--- src/pif_params.svh ---
// Constants for the peripheral interrupt flag block
`ifndef PIF_PARAMS_SVH
`define PIF_PARAMS_SVH

// Register byte offsets on the APB bus
`define PIF_OFF_FLAGS 12'h00C
`define PIF_OFF_MASK 12'h010
`define PIF_OFF_IRQ 12'h014

// Flag bit positions
`define PIF_BIT_TIMER_ONE_COUNT 0
`define PIF_BIT_TIMER_TWO_COUNT 1
`define PIF_BIT_CCP 2
`define PIF_BIT_SSP 3
`define PIF_BIT_TXE 4
`define PIF_BIT_RXF 5

// Widths and reset values
`define PIF_FLAG_W 8
`define PIF_ADDR_W 12
`define PIF_FLAGS_RST 8'h00
`define PIF_MASK_RST 8'h00
`define PIF_CCP_MODE_W 2

`endif

--- src/pif_pkg.sv ---
// Types for the peripheral interrupt flag block
package pif_pkg;
    // Capture/compare unit operating mode
    typedef enum logic [1:0] {
        PIF_CCP_OFF = 2'b00,
        PIF_CCP_CAPTURE = 2'b01,
        PIF_CCP_COMPARE = 2'b10,
        PIF_CCP_PWM = 2'b11
    } pif_ccp_mode_t;
endpackage

--- src/pif_sync.sv ---
// Two flip-flop level synchroniser for an input from outside the clock domain
`timescale 1ns/1ps
module pif_sync (
    input wire logic sys_clk,
    input wire logic rstn,
    input wire logic asyncIn,
    output logic syncOut
);
    logic stageOne;

    // First stage feeds only the second
    always_ff @(posedge sys_clk or negedge rstn) begin
        if (!rstn) begin
            stageOne <= 1'b0;
            syncOut <= 1'b0;
        end else begin
            stageOne <= asyncIn;
            syncOut <= stageOne;
        end
    end
endmodule

--- src/pif_sticky.sv ---
// One sticky flag bit: hardware set wins over software clear
`timescale 1ns/1ps
module pif_sticky (
    input wire logic sys_clk,
    input wire logic rstn,
    input wire logic setEvent,
    input wire logic swWrite,
    input wire logic swValue,
    output logic flag
);
    // Set has priority so an event in the clearing cycle is kept
    always_ff @(posedge sys_clk or negedge rstn) begin
        if (!rstn) begin
            flag <= 1'b0;
        end else if (setEvent) begin
            flag <= 1'b1;
        end else if (swWrite) begin
            flag <= swValue;
        end
    end
endmodule

--- src/pif_flags.sv ---
// Peripheral interrupt flag register with APB slave, mask and interrupt output
//
// The APB interface to the registers was decided locally.
`timescale 1ns/1ps
`include "pif_params.svh"

// Overview of operation
// - Each flag sets on its event regardless of any enable bits.
// - Without serial unit, bits 5 and 4 read zero and ignore writes.
// - Sync serial flag sets on transfer completion, holds until software clears.
// - In capture mode the capcomp flag sets on a timer one capture.
// - In compare mode it sets on compare match; unused in PWM mode.
// - Timer two flag sets on count matching period, held until cleared.
// - Timer one flag sets on overflow, held until software writes zero.
// - Receive flag is read-only, high while receive buffer holds data.
// - Transmit flag is read-only, high while transmit buffer is empty.
// - All implemented flag bits reset to zero.
module pif_flags #(
    parameter bit HAS_SERIAL = 1'b1
) (
    input wire logic sys_clk,
    input wire logic rstn,
    input wire logic psel,
    input wire logic penable,
    input wire logic pwrite,
    input wire logic [31:0] paddr,
    input wire logic [31:0] pwdata,
    output logic [31:0] prdata,
    output logic pready,
    output logic pslverr,
    input wire logic syncSerialDone,
    input wire logic capcompEvent,
    input wire pif_pkg::pif_ccp_mode_t capcompMode,
    input wire logic timerTwoMatch,
    input wire logic timerOneOverflow,
    input wire logic serialRxFullIn,
    input wire logic serialTxEmptyIn,
    output logic irq
);
    logic [`PIF_FLAG_W-1:0] peripheralFlagReg;
    logic [`PIF_FLAG_W-1:0] irqMask;
    logic wrStrobe;
    logic rdStrobe;
    logic [`PIF_ADDR_W-1:0] regAddr;
    logic addrHit;
    logic flagWrite;
    logic ccpSet;
    logic rxFullSync;
    logic txEmptySync;
    logic [`PIF_FLAG_W-1:0] pending;

    // Only two bits (5 and 4) are variant-dependent, so a parameter check is enough
    initial begin
        if (`PIF_FLAG_W != 8) begin
            $error("flag register must be eight bits wide");
        end
    end

    // APB decode: answer in the access phase with no wait states
    assign regAddr = paddr[`PIF_ADDR_W-1:0];
    assign wrStrobe = psel && penable && pwrite;
    assign rdStrobe = psel && penable && !pwrite;
    assign addrHit = (regAddr == `PIF_OFF_FLAGS) || (regAddr == `PIF_OFF_MASK)
        || (regAddr == `PIF_OFF_IRQ);
    assign pready = 1'b1;
    assign pslverr = psel && penable && !addrHit;
    assign flagWrite = wrStrobe && (regAddr == `PIF_OFF_FLAGS);

    // Capture or compare event only counts in capture and compare modes
    assign ccpSet = capcompEvent && ((capcompMode == pif_pkg::PIF_CCP_CAPTURE)
        || (capcompMode == pif_pkg::PIF_CCP_COMPARE));

    // Software-clearable sticky flags, set irrespective of mask
    pif_sticky u_timer_one_count (
        .sys_clk(sys_clk),
        .rstn(rstn),
        .setEvent(timerOneOverflow),
        .swWrite(flagWrite),
        .swValue(pwdata[`PIF_BIT_TIMER_ONE_COUNT]),
        .flag(peripheralFlagReg[`PIF_BIT_TIMER_ONE_COUNT])
    );
    pif_sticky u_timer_two_count (
        .sys_clk(sys_clk),
        .rstn(rstn),
        .setEvent(timerTwoMatch),
        .swWrite(flagWrite),
        .swValue(pwdata[`PIF_BIT_TIMER_TWO_COUNT]),
        .flag(peripheralFlagReg[`PIF_BIT_TIMER_TWO_COUNT])
    );
    pif_sticky u_ccp (
        .sys_clk(sys_clk),
        .rstn(rstn),
        .setEvent(ccpSet),
        .swWrite(flagWrite),
        .swValue(pwdata[`PIF_BIT_CCP]),
        .flag(peripheralFlagReg[`PIF_BIT_CCP])
    );
    pif_sticky u_ssp (
        .sys_clk(sys_clk),
        .rstn(rstn),
        .setEvent(syncSerialDone),
        .swWrite(flagWrite),
        .swValue(pwdata[`PIF_BIT_SSP]),
        .flag(peripheralFlagReg[`PIF_BIT_SSP])
    );

    // Buffer status levels come from the serial unit's own logic domain pins
    pif_sync u_rxsync (
        .sys_clk(sys_clk),
        .rstn(rstn),
        .asyncIn(serialRxFullIn),
        .syncOut(rxFullSync)
    );
    pif_sync u_txsync (
        .sys_clk(sys_clk),
        .rstn(rstn),
        .asyncIn(serialTxEmptyIn),
        .syncOut(txEmptySync)
    );

    // Read-only buffer flags: they mirror buffer state, writes do nothing
    assign peripheralFlagReg[`PIF_BIT_RXF] = HAS_SERIAL && rxFullSync;
    assign peripheralFlagReg[`PIF_BIT_TXE] = HAS_SERIAL && txEmptySync;
    // Reserved top bits hold zero; writes there are dropped
    assign peripheralFlagReg[7:6] = 2'h0;

    // Mask register, same layout as the flags
    always_ff @(posedge sys_clk or negedge rstn) begin
        if (!rstn) begin
            irqMask <= `PIF_MASK_RST;
        end else if (wrStrobe && (regAddr == `PIF_OFF_MASK)) begin
            irqMask <= pwdata[`PIF_FLAG_W-1:0] & 8'h3F;
        end
    end

    // Level interrupt while any unmasked flag is set
    assign pending = peripheralFlagReg & irqMask;
    assign irq = |pending;

    // Read data is not registered at the access edge; one cycle late is avoided
    // by making it combinational on the current state instead
    always_comb begin
        prdata = 32'h0000_0000;
        if (rdStrobe) begin
            unique case (regAddr)
                `PIF_OFF_FLAGS: prdata = {24'h00_0000, peripheralFlagReg};
                `PIF_OFF_MASK: prdata = {24'h00_0000, irqMask};
                `PIF_OFF_IRQ: prdata = {24'h00_0000, pending};
                default: prdata = 32'h0000_0000;
            endcase
        end
    end

    // Checks
    reset_zero_a: assert property (@(posedge sys_clk)
        $rose(rstn) |-> peripheralFlagReg[3:0] == 4'h0)
        else $error("flags not zero after reset");
    timer_one_count_set_a: assert property (@(posedge sys_clk) disable iff (!rstn)
        timerOneOverflow |=> peripheralFlagReg[0])
        else $error("timer one flag not set");
    timer_two_count_set_a: assert property (@(posedge sys_clk) disable iff (!rstn)
        timerTwoMatch |=> peripheralFlagReg[1])
        else $error("timer two flag not set");
    ssp_set_a: assert property (@(posedge sys_clk) disable iff (!rstn)
        syncSerialDone |=> peripheralFlagReg[3])
        else $error("sync serial flag not set");
    ccp_set_a: assert property (@(posedge sys_clk) disable iff (!rstn)
        (capcompEvent && capcompMode == pif_pkg::PIF_CCP_CAPTURE) |=> peripheralFlagReg[2])
        else $error("capture flag not set");
    ccp_cmp_a: assert property (@(posedge sys_clk) disable iff (!rstn)
        (capcompEvent && capcompMode == pif_pkg::PIF_CCP_COMPARE) |=> peripheralFlagReg[2])
        else $error("compare flag not set");
    ccp_pwm_a: assert property (@(posedge sys_clk) disable iff (!rstn)
        (!peripheralFlagReg[2] && !flagWrite && capcompMode == pif_pkg::PIF_CCP_PWM)
        |=> !peripheralFlagReg[2])
        else $error("capcomp flag set in PWM mode");
    flag_hold_a: assert property (@(posedge sys_clk) disable iff (!rstn)
        (peripheralFlagReg[0] && !flagWrite) |=> peripheralFlagReg[0])
        else $error("timer one flag dropped without a write");
    set_wins_a: assert property (@(posedge sys_clk) disable iff (!rstn)
        (flagWrite && !pwdata[3] && syncSerialDone) |=> peripheralFlagReg[3])
        else $error("clear beat set");
    rx_mirror_a: assert property (@(posedge sys_clk) disable iff (!rstn)
        peripheralFlagReg[5] == (HAS_SERIAL && $past(serialRxFullIn, 2)))
        else $error("receive flag wrong");
    tx_mirror_a: assert property (@(posedge sys_clk) disable iff (!rstn)
        peripheralFlagReg[4] == (HAS_SERIAL && $past(serialTxEmptyIn, 2)))
        else $error("transmit flag wrong");
    irq_level_a: assert property (@(posedge sys_clk) disable iff (!rstn)
        irq == |(peripheralFlagReg & irqMask))
        else $error("interrupt output wrong");

    timer_one_count_cov_c: cover property (@(posedge sys_clk) disable iff (!rstn)
        timerOneOverflow ##1 flagWrite ##1 !peripheralFlagReg[0]);
    irq_cov_c: cover property (@(posedge sys_clk) disable iff (!rstn) $rose(irq));
    race_cov_c: cover property (@(posedge sys_clk) disable iff (!rstn)
        flagWrite && syncSerialDone);
endmodule

--- config.mk ---
export PLATFORM = sky130hd
export DESIGN_NAME = pif_flags
export DESIGN_NICKNAME = d
export VERILOG_FILES = /design/src/pif_pkg.sv /design/src/pif_sync.sv /design/src/pif_sticky.sv /design/src/pif_flags.sv
export VERILOG_INCLUDE_DIRS = /design/src
export SDC_FILE = /design/constraint.sdc
export NUM_CORES = 1
export LEC_CHECK = 0
export ABC_AREA = 1
export BUFFER_PORTS_ARGS = -buffer_cell sky130_fd_sc_hd__buf_2
export CORE_MARGIN = 2
export CORE_UTILIZATION = 25
export DETAILED_ROUTE_END_ITERATION = 12
export SYNTH_ARGS = -nofsm -noshare
export SYNTH_HDL_FRONTEND = slang
export SYNTH_SLANG_ARGS = --single-unit
export TNS_END_PERCENT = 20
--- constraint.sdc ---
create_clock -name sys_clk -period 0.8 [get_ports sys_clk]
set_input_delay 0.04 -clock sys_clk [delete_from_list [all_inputs] [get_ports sys_clk]]
set_output_delay 0.04 -clock sys_clk [all_outputs]
set_load 0.01 [all_outputs]
==> flow_summary.yaml, run 1 <==
global_route:
  grt_pass1_wl_um: 4278
  gr-total-overflow: 0
  grt_pass1_vias: 1012
  grt_use_total_pct: 10.40
  grt_max_degree: 15
  antenna_found_initial: 0
worst_hold_path:
  hold_depth: 3
  hold_path.startpoint: "pwdata[2]"
  hp-class: "in -> reg"
  min_to: "u_ccp.flag"
clocking:
  h-tree-depth: 1
  clk_pin_slew_ns: 0.06
  cts_num_sinks: 14
  clk_latency_ns: 0.24
  clockRootBuffer: "clkbuf_8"
  cts_tree: "done"
  cts_buffers: 3
  clockBufferDepth: 2
logic_synthesis:
  synth.avg_cell_area_um2: 7.214
  yosys-top-cells-area: "dfrtp_1, buf_4, nand2_1, nor2_1, nand3_1"
  yosys_warnings: 0
  ys_seq_area_share_pct: 30.74
  yosys.area_share.simple_pct: 38.64
  synthCells: 158
  synth.mux.area_fraction_pct: 0
  synthXorXnorAreaFrac_pct: 0
  synth_top_family_by_area: "simple AND/OR/NAND/NOR gates"
  syn_area_um2: 1140
  synth_top_area_cell: "dfrtp_1"
  synth_adder_area_share_pct: 0
  synth.top_cell.area_share_pct: 30.74
  synth_cell_types: 19
  synth-seq-cells: 14
  synth_compound_area_share_pct: 4.610
sta:
  worst_slack_ns: -0.4213
  hold_violations: 0
  fmax_mhz: 818.8
  rsz0062_at_grt: "true"
  period_share_pct: 152.7
  whs_ns: 0.02732
  fin_crit_ns: 1.221
  finClkSkew_ns: 0.0001029
  setup_viol: 16
  maxSlewViolCount: 0
place:
  portBuffers: 38
  place.gp.congestion: 0.8647
  dpl_worst_slack_ns: -0.3616
  dp_cells: 259
  place_hpwl_um: 1937
  place_area_um2: 1489
setup_path:
  startpoint_type: "flop"
  crit_fanout: 2
  cp.arrival_ns: 1.18
  r2r_slack_ns: -0.04
  reg2reg_to: "irqMask[4]"
  setup.worst_path.end_class: "primary output"
  r2r_cells: 4
  startpoint: "u_ssp.flag"
  crit_type: "reg -> out"
  required_ns: 0.76
  reg2reg_from: "irqMask[4]"
finish:
  n_antenna_cell: 0
  final_nets: 304
  stdcell_area_um2: 1770
  area_growth_pct: 55.32
  layout_commonest_cell: "buf_2"
  layout_common_cells: "buf_2, conb_1, nand2_1, buf_4"
  fillers: 460
  fin_cells: 278
  drive_gt1_share_pct: 50.88
detailed_routing:
  antenna_left: 0
  via_count: 1050
  via_per_inst: 3.777
  drc: 0
  drt_first_pass_iters: 4
  drt-wirelength-per-cell_um: 8.662
  routed_wl_um: 2408
  drt-initial-drc-count: 45
run_status:
  status: "complete, but fails checks"
  violations: "negative setup slack"
pwr:
  ir_drop_mv: 0.7263
  power_mw: 1.666
  power-per-cell-area_nw_per_um2: 941.2
  p_leak_nw: 0.9455
floorplanning:
  io_pins: 112
  start_util_pct: 26.00
  die_height_um: 71.53
  num_rows: 24
  die_width_um: 71.53
  design.core.area_um2: 4384
  die_area_um2: 5116
run:
  cap_violations: 0
==> layer usage <==
metal | vias to the layer above | track usage (%) | wire length (um)
met2 | 39 | 16.98 | 1083
met5 | - | 0 | 0
met1 | 438 | 14.14 | 1173
li1 | 571 | - | -
met4 | 0 | 3.145 | 12
met3 | 2 | 1.688 | 139
==> timing repair <==
item / 4_1_cts / 5_1_grt
hold buffers: 6 / 0
buffers inserted: 9 / 0
hold endpoints to repair: 19 / 0
setup endpoints to repair: 16 / 18
pin swaps: 23 / 8
resized for setup: 20 / 4
==> flip-flops by register name (all words and copies together) (netlist names) <==
name	cells
u_timer_two_count.flag	1
u_ccp.flag	1
u_rxsync.syncOut	1
u_rxsync.stageOne	1
u_timer_one_count.flag	1
u_txsync.stageOne	1
u_txsync.syncOut	1
u_ssp.flag	1
irqMask	6
==> Yosys cell counts (all sizes together) <==
master / instances
buf: 29
nand3: 19
nor2: 28
dfrtp: 14
o21ai: 6
inv: 16
nor3: 2
nand2: 37
conb: 2
or2: 1
nand3b: 3
clkinv: 1
==> worst max path at each step <==
stage	end	slack, ns	cells after the start
6_report	prdata[3]	-0.42	6
4_1_cts	prdata[3]	-0.45	7
5_1_grt	irq	-0.53	5
3_5_place_dp	prdata[4]	-0.36	9
2_1_floorplan	irqMask[0]	-0.05	7
3_3_place_gp	prdata[4]	-0.35	9
==> kinds of logic after synthesis <==
kind of cell	Yosys count
AOI/OAI and AO/OA	6
buffers and inverters	46
DFF	14
other	2
and+or+nand+nor	90
==> metrics by stage <==
step           util [%]  TNS (ns)
2_1_floorplan         -   -0.5380
3_3_place_gp      33.96    -5.393
3_5_place_dp      33.96    -5.500
4_1_cts           40.01    -3.422
5_1_grt           40.38    -4.563
6_report          40.38    -3.254
==> area by class of cell <==
| type | instances | area, um2 | share of cell area [%] |
|---|---|---|---|
| Clock buffer | 4 | 55.05 | 3.110 |
| Sequential cell | 14 | 350.3 | 19.79 |
| Tap cell | 52 | 65.06 | 3.675 |
| Inverter | 17 | 65.06 | 3.675 |
| Timing Repair Buffer | 68 | 475.5 | 26.86 |
| Multi-Input combinational cell | 123 | 759.5 | 42.90 |
==> power breakdown <==
| part | leakage [nW] | total, mW | switching [mW] | internal [mW] |
|---|---|---|---|---|
| Clock | 0.0288 | 0.670 | 0.235 | 0.435 |
| Sequential | 0.165 | 0.724 | 0.00477 | 0.719 |
| Combinational | 0.751 | 0.273 | 0.162 | 0.110 |
==> worst max-delay path, stage by stage, from the launching register on <==
cell and delay [ns]:
dfrtp_1 0.38, buf_4 0.14, inv_1 0.05, nor2_1 0.05, nor2_2 0.16, nor2_4 0.04
buf_6 0.11
No activity file was read; power rests on OpenSTA's default activity.
==> inputs of run 2 (changes only) <==
- SKIP_LAST_GASP: unset -> 1
==> flow_summary.yaml, run 2 (synthesis results as in run 1) <==
floorplanning:
  start_util_pct: 26.00
  die_width_um: 71.53
  die_area_um2: 5116
  num_rows: 24
  die_height_um: 71.53
  design.core.area_um2: 4384
  io_pins: 112
setup_path:
  crit_fanout: 3
  required_ns: 0.76
  crit_type: "reg -> out"
  setup.worst_path.end_class: "primary output"
  startpoint_type: "flop"
  cp.arrival_ns: 1.20
run_status:
  violations: "negative setup slack"
  status: "complete, but fails checks"
run:
  cap_violations: 0
place:
  dp_cells: 259
  place_hpwl_um: 1937
  place.gp.congestion: 0.8647
  portBuffers: 38
  dpl_worst_slack_ns: -0.3616
clocking:
  cts_buffers: 3
  clockRootBuffer: "clkbuf_8"
  clockBufferDepth: 2
  cts_tree: "done"
  h-tree-depth: 1
  cts_num_sinks: 14
  clk_pin_slew_ns: 0.05
  clk_latency_ns: 0.24
sta:
  hold_violations: 0
  rsz0062_at_grt: "true"
  period_share_pct: 154.5
  maxSlewViolCount: 0
  setup_viol: 16
  whs_ns: 0.02767
  fmax_mhz: 808.9
  finalSetupTns_ns: -3.672
  worst_slack_ns: -0.4363
  finClkSkew_ns: 0.0001029
  fin_crit_ns: 1.236
global_route:
  grt_pass1_vias: 983
  grt_max_degree: 15
  gr-total-overflow: 0
  grt_pass1_wl_um: 4119
  grt_use_total_pct: 10.04
  antenna_found_initial: 0
detailed_routing:
  drc: 0
  routed_wl_um: 2380
  drt-wirelength-per-cell_um: 8.561
  via_count: 1044
  antenna_left: 0
  drt-initial-drc-count: 47
  drt_first_pass_iters: 4
  via_per_inst: 3.755
pwr:
  p_leak_nw: 0.9344
  power_mw: 1.663
  power-per-cell-area_nw_per_um2: 967.4
  ir_drop_mv: 0.6869
finish:
  regMostFlops: "irqMask"
  drive_gt1_share_pct: 48.67
  final_nets: 304
  multi_input_area_um2: 716.9
  area_growth_pct: 50.82
  seq_area_um2: 350.3
  n_antenna_cell: 0
  fin_cells: 278
  largest_register_ffs: 6
  layout_common_cells: "buf_2, nand2_1, conb_1, buf_4"
  layout_commonest_cell: "buf_2"
  fillers: 459
worst_hold_path:
  hp-class: "in -> reg"
run 2: cell count changes in the layout (fill, tap and decap cells not counted), moves of 2 or more:
cell / delta
buf_4: +2
buf_6: -2
nand2_2: +2
nand2_4: -3
nand3_4: -2
nor2_1: +2
nor2_2: -2
run 2: path summary, 6_finish.rpt:
kind                                        start                end  slack [ns]  cells after the start
worst min-delay path                    pwdata[2]         u_ccp.flag        0.03                      3
worst min register to register  u_rxsync.stageOne   u_rxsync.syncOut        0.35                      0
worst max register to register         irqMask[4]         irqMask[4]       -0.04                      4
worst max-delay path                   irqMask[3]          prdata[3]       -0.44                      7
min in group asynchronous                    rstn  u_txsync.stageOne        0.22                      2
max in group asynchronous                    rstn         irqMask[2]        0.34                      2
run 2: final cells by class:
cell class | count | share of cell area (%)
inverters | 17 | 3.712
flip-flops and latches | 14 | 20.38
repair buffers | 68 | 27.22
clock buffers | 4 | 3.202
multi-input cells | 123 | 41.70
well taps | 52 | 3.785
run 2: metrics by stage:
stage | instance area (um2) | util [%]
final | 1719 | 39.21
after global routing | 1719 | 39.21
after CTS | 1719 | 39.21
after detailed placement | 1489 | 33.96
after global placement | 1489 | 33.96
after floorplan | 1334 | -
run 2: per-layer routing:
layer | vias up | GRT usage, % | share of wire [%]
li1 | 569 | - | -
met1 | 432 | 13.87 | 49
met2 | 41 | 16.05 | 45
met3 | 2 | 1.688 | 6.1
met4 | 0 | 3.145 | 0.50
met5 | - | 0 | 0
run 2: where the power goes:
part | internal (mW) | switching [mW] | leakage (nW)
logic | 0.110 | 0.159 | 0.740
registers | 0.719 | 0.00470 | 0.165
clock network | 0.435 | 0.235 | 0.0288
total | 1.26 | 0.399 | 0.934
run 2: what timing repair did:
action / CTS / global route
setup buffers: 9 / 0
hold buffers: 6 / 0
hold endpoints to repair: 19 / 0
pin swaps: 18 / 2
setup endpoints to repair: 16 / 18
gates resized for setup: 12 / 0
run 2: worst max-delay path, stage by stage, from the launching register on:
cell,delay [ns]
dfrtp_1,0.39
nand2_1,0.08
inv_2,0.04
nand3_2,0.06
nand2_1,0.06
nor2_2,0.17
nor2_4,0.04
buf_6,0.11
==> inputs of run 3 (changes only) <==
- PLACE_DENSITY_LB_ADDON: unset -> 0.15
==> flow_summary.yaml, run 3 (synthesis results as in run 1) <==
finish:
  final_nets: 302
  drive_gt1_share_pct: 49.33
  layout_commonest_cell: "buf_2"
  area_growth_pct: 47.86
  utilization_pct: 38.44
  n_antenna_cell: 0
  regMostFlops: "irqMask"
  layout_common_cells: "buf_2, conb_1, nand2_1, buf_4"
  largest_register_ffs: 6
clocking:
  cts_tree: "done"
  clockBufferDepth: 2
  clk_pin_slew_ns: 0.05
  cts_buffers: 3
  clockRootBuffer: "clkbuf_8"
  clk_latency_ns: 0.24
  cts_num_sinks: 14
  h-tree-depth: 1
detailed_routing:
  antenna_left: 0
  routed_wl_um: 2379
  drt-initial-drc-count: 20
  drt-wirelength-per-cell_um: 8.651
  drc: 0
  via_per_inst: 3.815
  drt_first_pass_iters: 5
  via_count: 1049
global_route:
  grt_max_degree: 15
  grt_use_total_pct: 9.929
  antenna_found_initial: 0
  grt_pass1_vias: 962
  grt_pass1_wl_um: 4091
  gr-total-overflow: 0
sta:
  setup_viol: 13
  finClkSkew_ns: 0.00003178
  fmax_mhz: 812.6
  period_share_pct: 153.8
  hold_violations: 0
  fin_crit_ns: 1.231
  rsz0062_at_grt: "true"
  worst_slack_ns: -0.4306
  maxSlewViolCount: 0
pwr:
  power-per-cell-area_nw_per_um2: 914.9
  p_sw_share_pct: 24.97
  pwr-share-clk_pct: 35.9
  p_comb_share_pct: 17.2
  ir_drop_mv: 0.8094
  power_mw: 1.542
  power_switching_mw: 0.3849
  p_seq_share_pct: 47.0
  p_leak_nw: 0.9133
  p_int_mw: 1.157
setup_path:
  cp.arrival_ns: 1.19
  startpoint_type: "flop"
  required_ns: 0.76
  crit_chain: "nand2_1, inv_1, nand3_1, nand2_1, nor2_2, nor2_4, buf_6"
  crit_fanout: 3
  cpMaxStageDelayCell: "dfrtp_1"
  crit_path_frequent_cell: "nand2_1"
  critical_path.top_delay_family: "flip-flops"
  setup.worst_path.end_class: "primary output"
  crit_type: "reg -> out"
  critPathMaxStageDelay_ns: 0.40
  crit_buf_inv: 2
worst_hold_path:
  hp-class: "in -> reg"
floorplanning:
  die_height_um: 71.53
  start_util_pct: 26.00
  io_pins: 112
  design.core.area_um2: 4384
  num_rows: 24
  die_width_um: 71.53
  die_area_um2: 5116
place:
  place_hpwl_um: 1963
  place.gp.congestion: 0.7133
  portBuffers: 38
run_status:
  violations: "negative setup slack"
  status: "complete, but fails checks"
run:
  cap_violations: 0
-- run 3: changes by cell type in the layout (fill, tap and decap cells not counted), sizes merged --
cell / previous run / this run
buf: 62 / 60
clkbuf: 4 / 3
-- run 3: path summary, 6_finish.rpt --
path / from / to / slack, ns / depth (start not counted)
hold reg to reg: u_txsync.stageOne / u_txsync.syncOut / 0.35 / 0
max in group asynchronous: rstn / irqMask[2] / 0.34 / 2
setup / recovery: irqMask[0] / prdata[0] / -0.43 / 7
min in group asynchronous: rstn / u_timer_two_count.flag / 0.22 / 2
hold / removal: pwdata[1] / u_timer_two_count.flag / 0.03 / 3
setup reg to reg: u_ssp.flag / u_ssp.flag / 0.01 / 3
-- run 3: layout make-up --
type,count,area [um2]
Fill cell,474,2699
Multi-Input combinational cell,123,724.4
Timing Repair Buffer,66,440.4
Sequential cell,14,350.3
Tap cell,52,65.06
Inverter,17,63.81
Clock buffer,3,41.29
-- run 3: worst reg2reg max path: stages, from the launching register on --
cell      delay (ns)
dfrtp_1         0.39
buf_4           0.15
nand2_1         0.06
nand3b_1        0.08
-- run 3: what timing repair did --
action / CTS / global route
hold buffers: 6 / 0
endpoints found under the hold margin: 19 / 0
gates resized for setup: 9 / 6
endpoints found under the setup margin: 13 / 18
pin swaps: 15 / 6
buffers inserted: 5 / 2
-- run 3: per-layer routing --
layer	GRT usage (%)	share of wire, %	wire length (um)
met2	16.67	46	1102
met1	13.10	46	1100
met3	1.547	7.0	166
met5	0	0	0
met4	3.145	0.38	9
-- run 3: power by group through the flow --
stage | combinational (mW) | clock (mW) | sequential [mW]
6_report | 0.264 | 0.553 | 0.724
5_1_grt | 0.297 | 0.635 | 0.725
4_1_cts | 0.264 | 0.580 | 0.724
3_5_place_dp | 0.242 | 0 | 0.736
3_3_place_gp | 0.240 | 0 | 0.736
2_1_floorplan | 0.218 | 0 | 0.735
-- run 3: stage by stage --
stage	cell area, um2	setup TNS (ns)	hold WS, ns	setup WS [ns]	std cells
floorplan	1334	-0.5380	-0.2556	-0.05247	183
global placement	1476	-5.180	-0.04414	-0.3663	259
detailed placement	1476	-5.294	-0.04034	-0.3728	259
CTS	1652	-3.465	0.02875	-0.4444	273
global route	1685	-4.470	0.03641	-0.5000	275
finish	1685	-3.215	0.03447	-0.4306	275
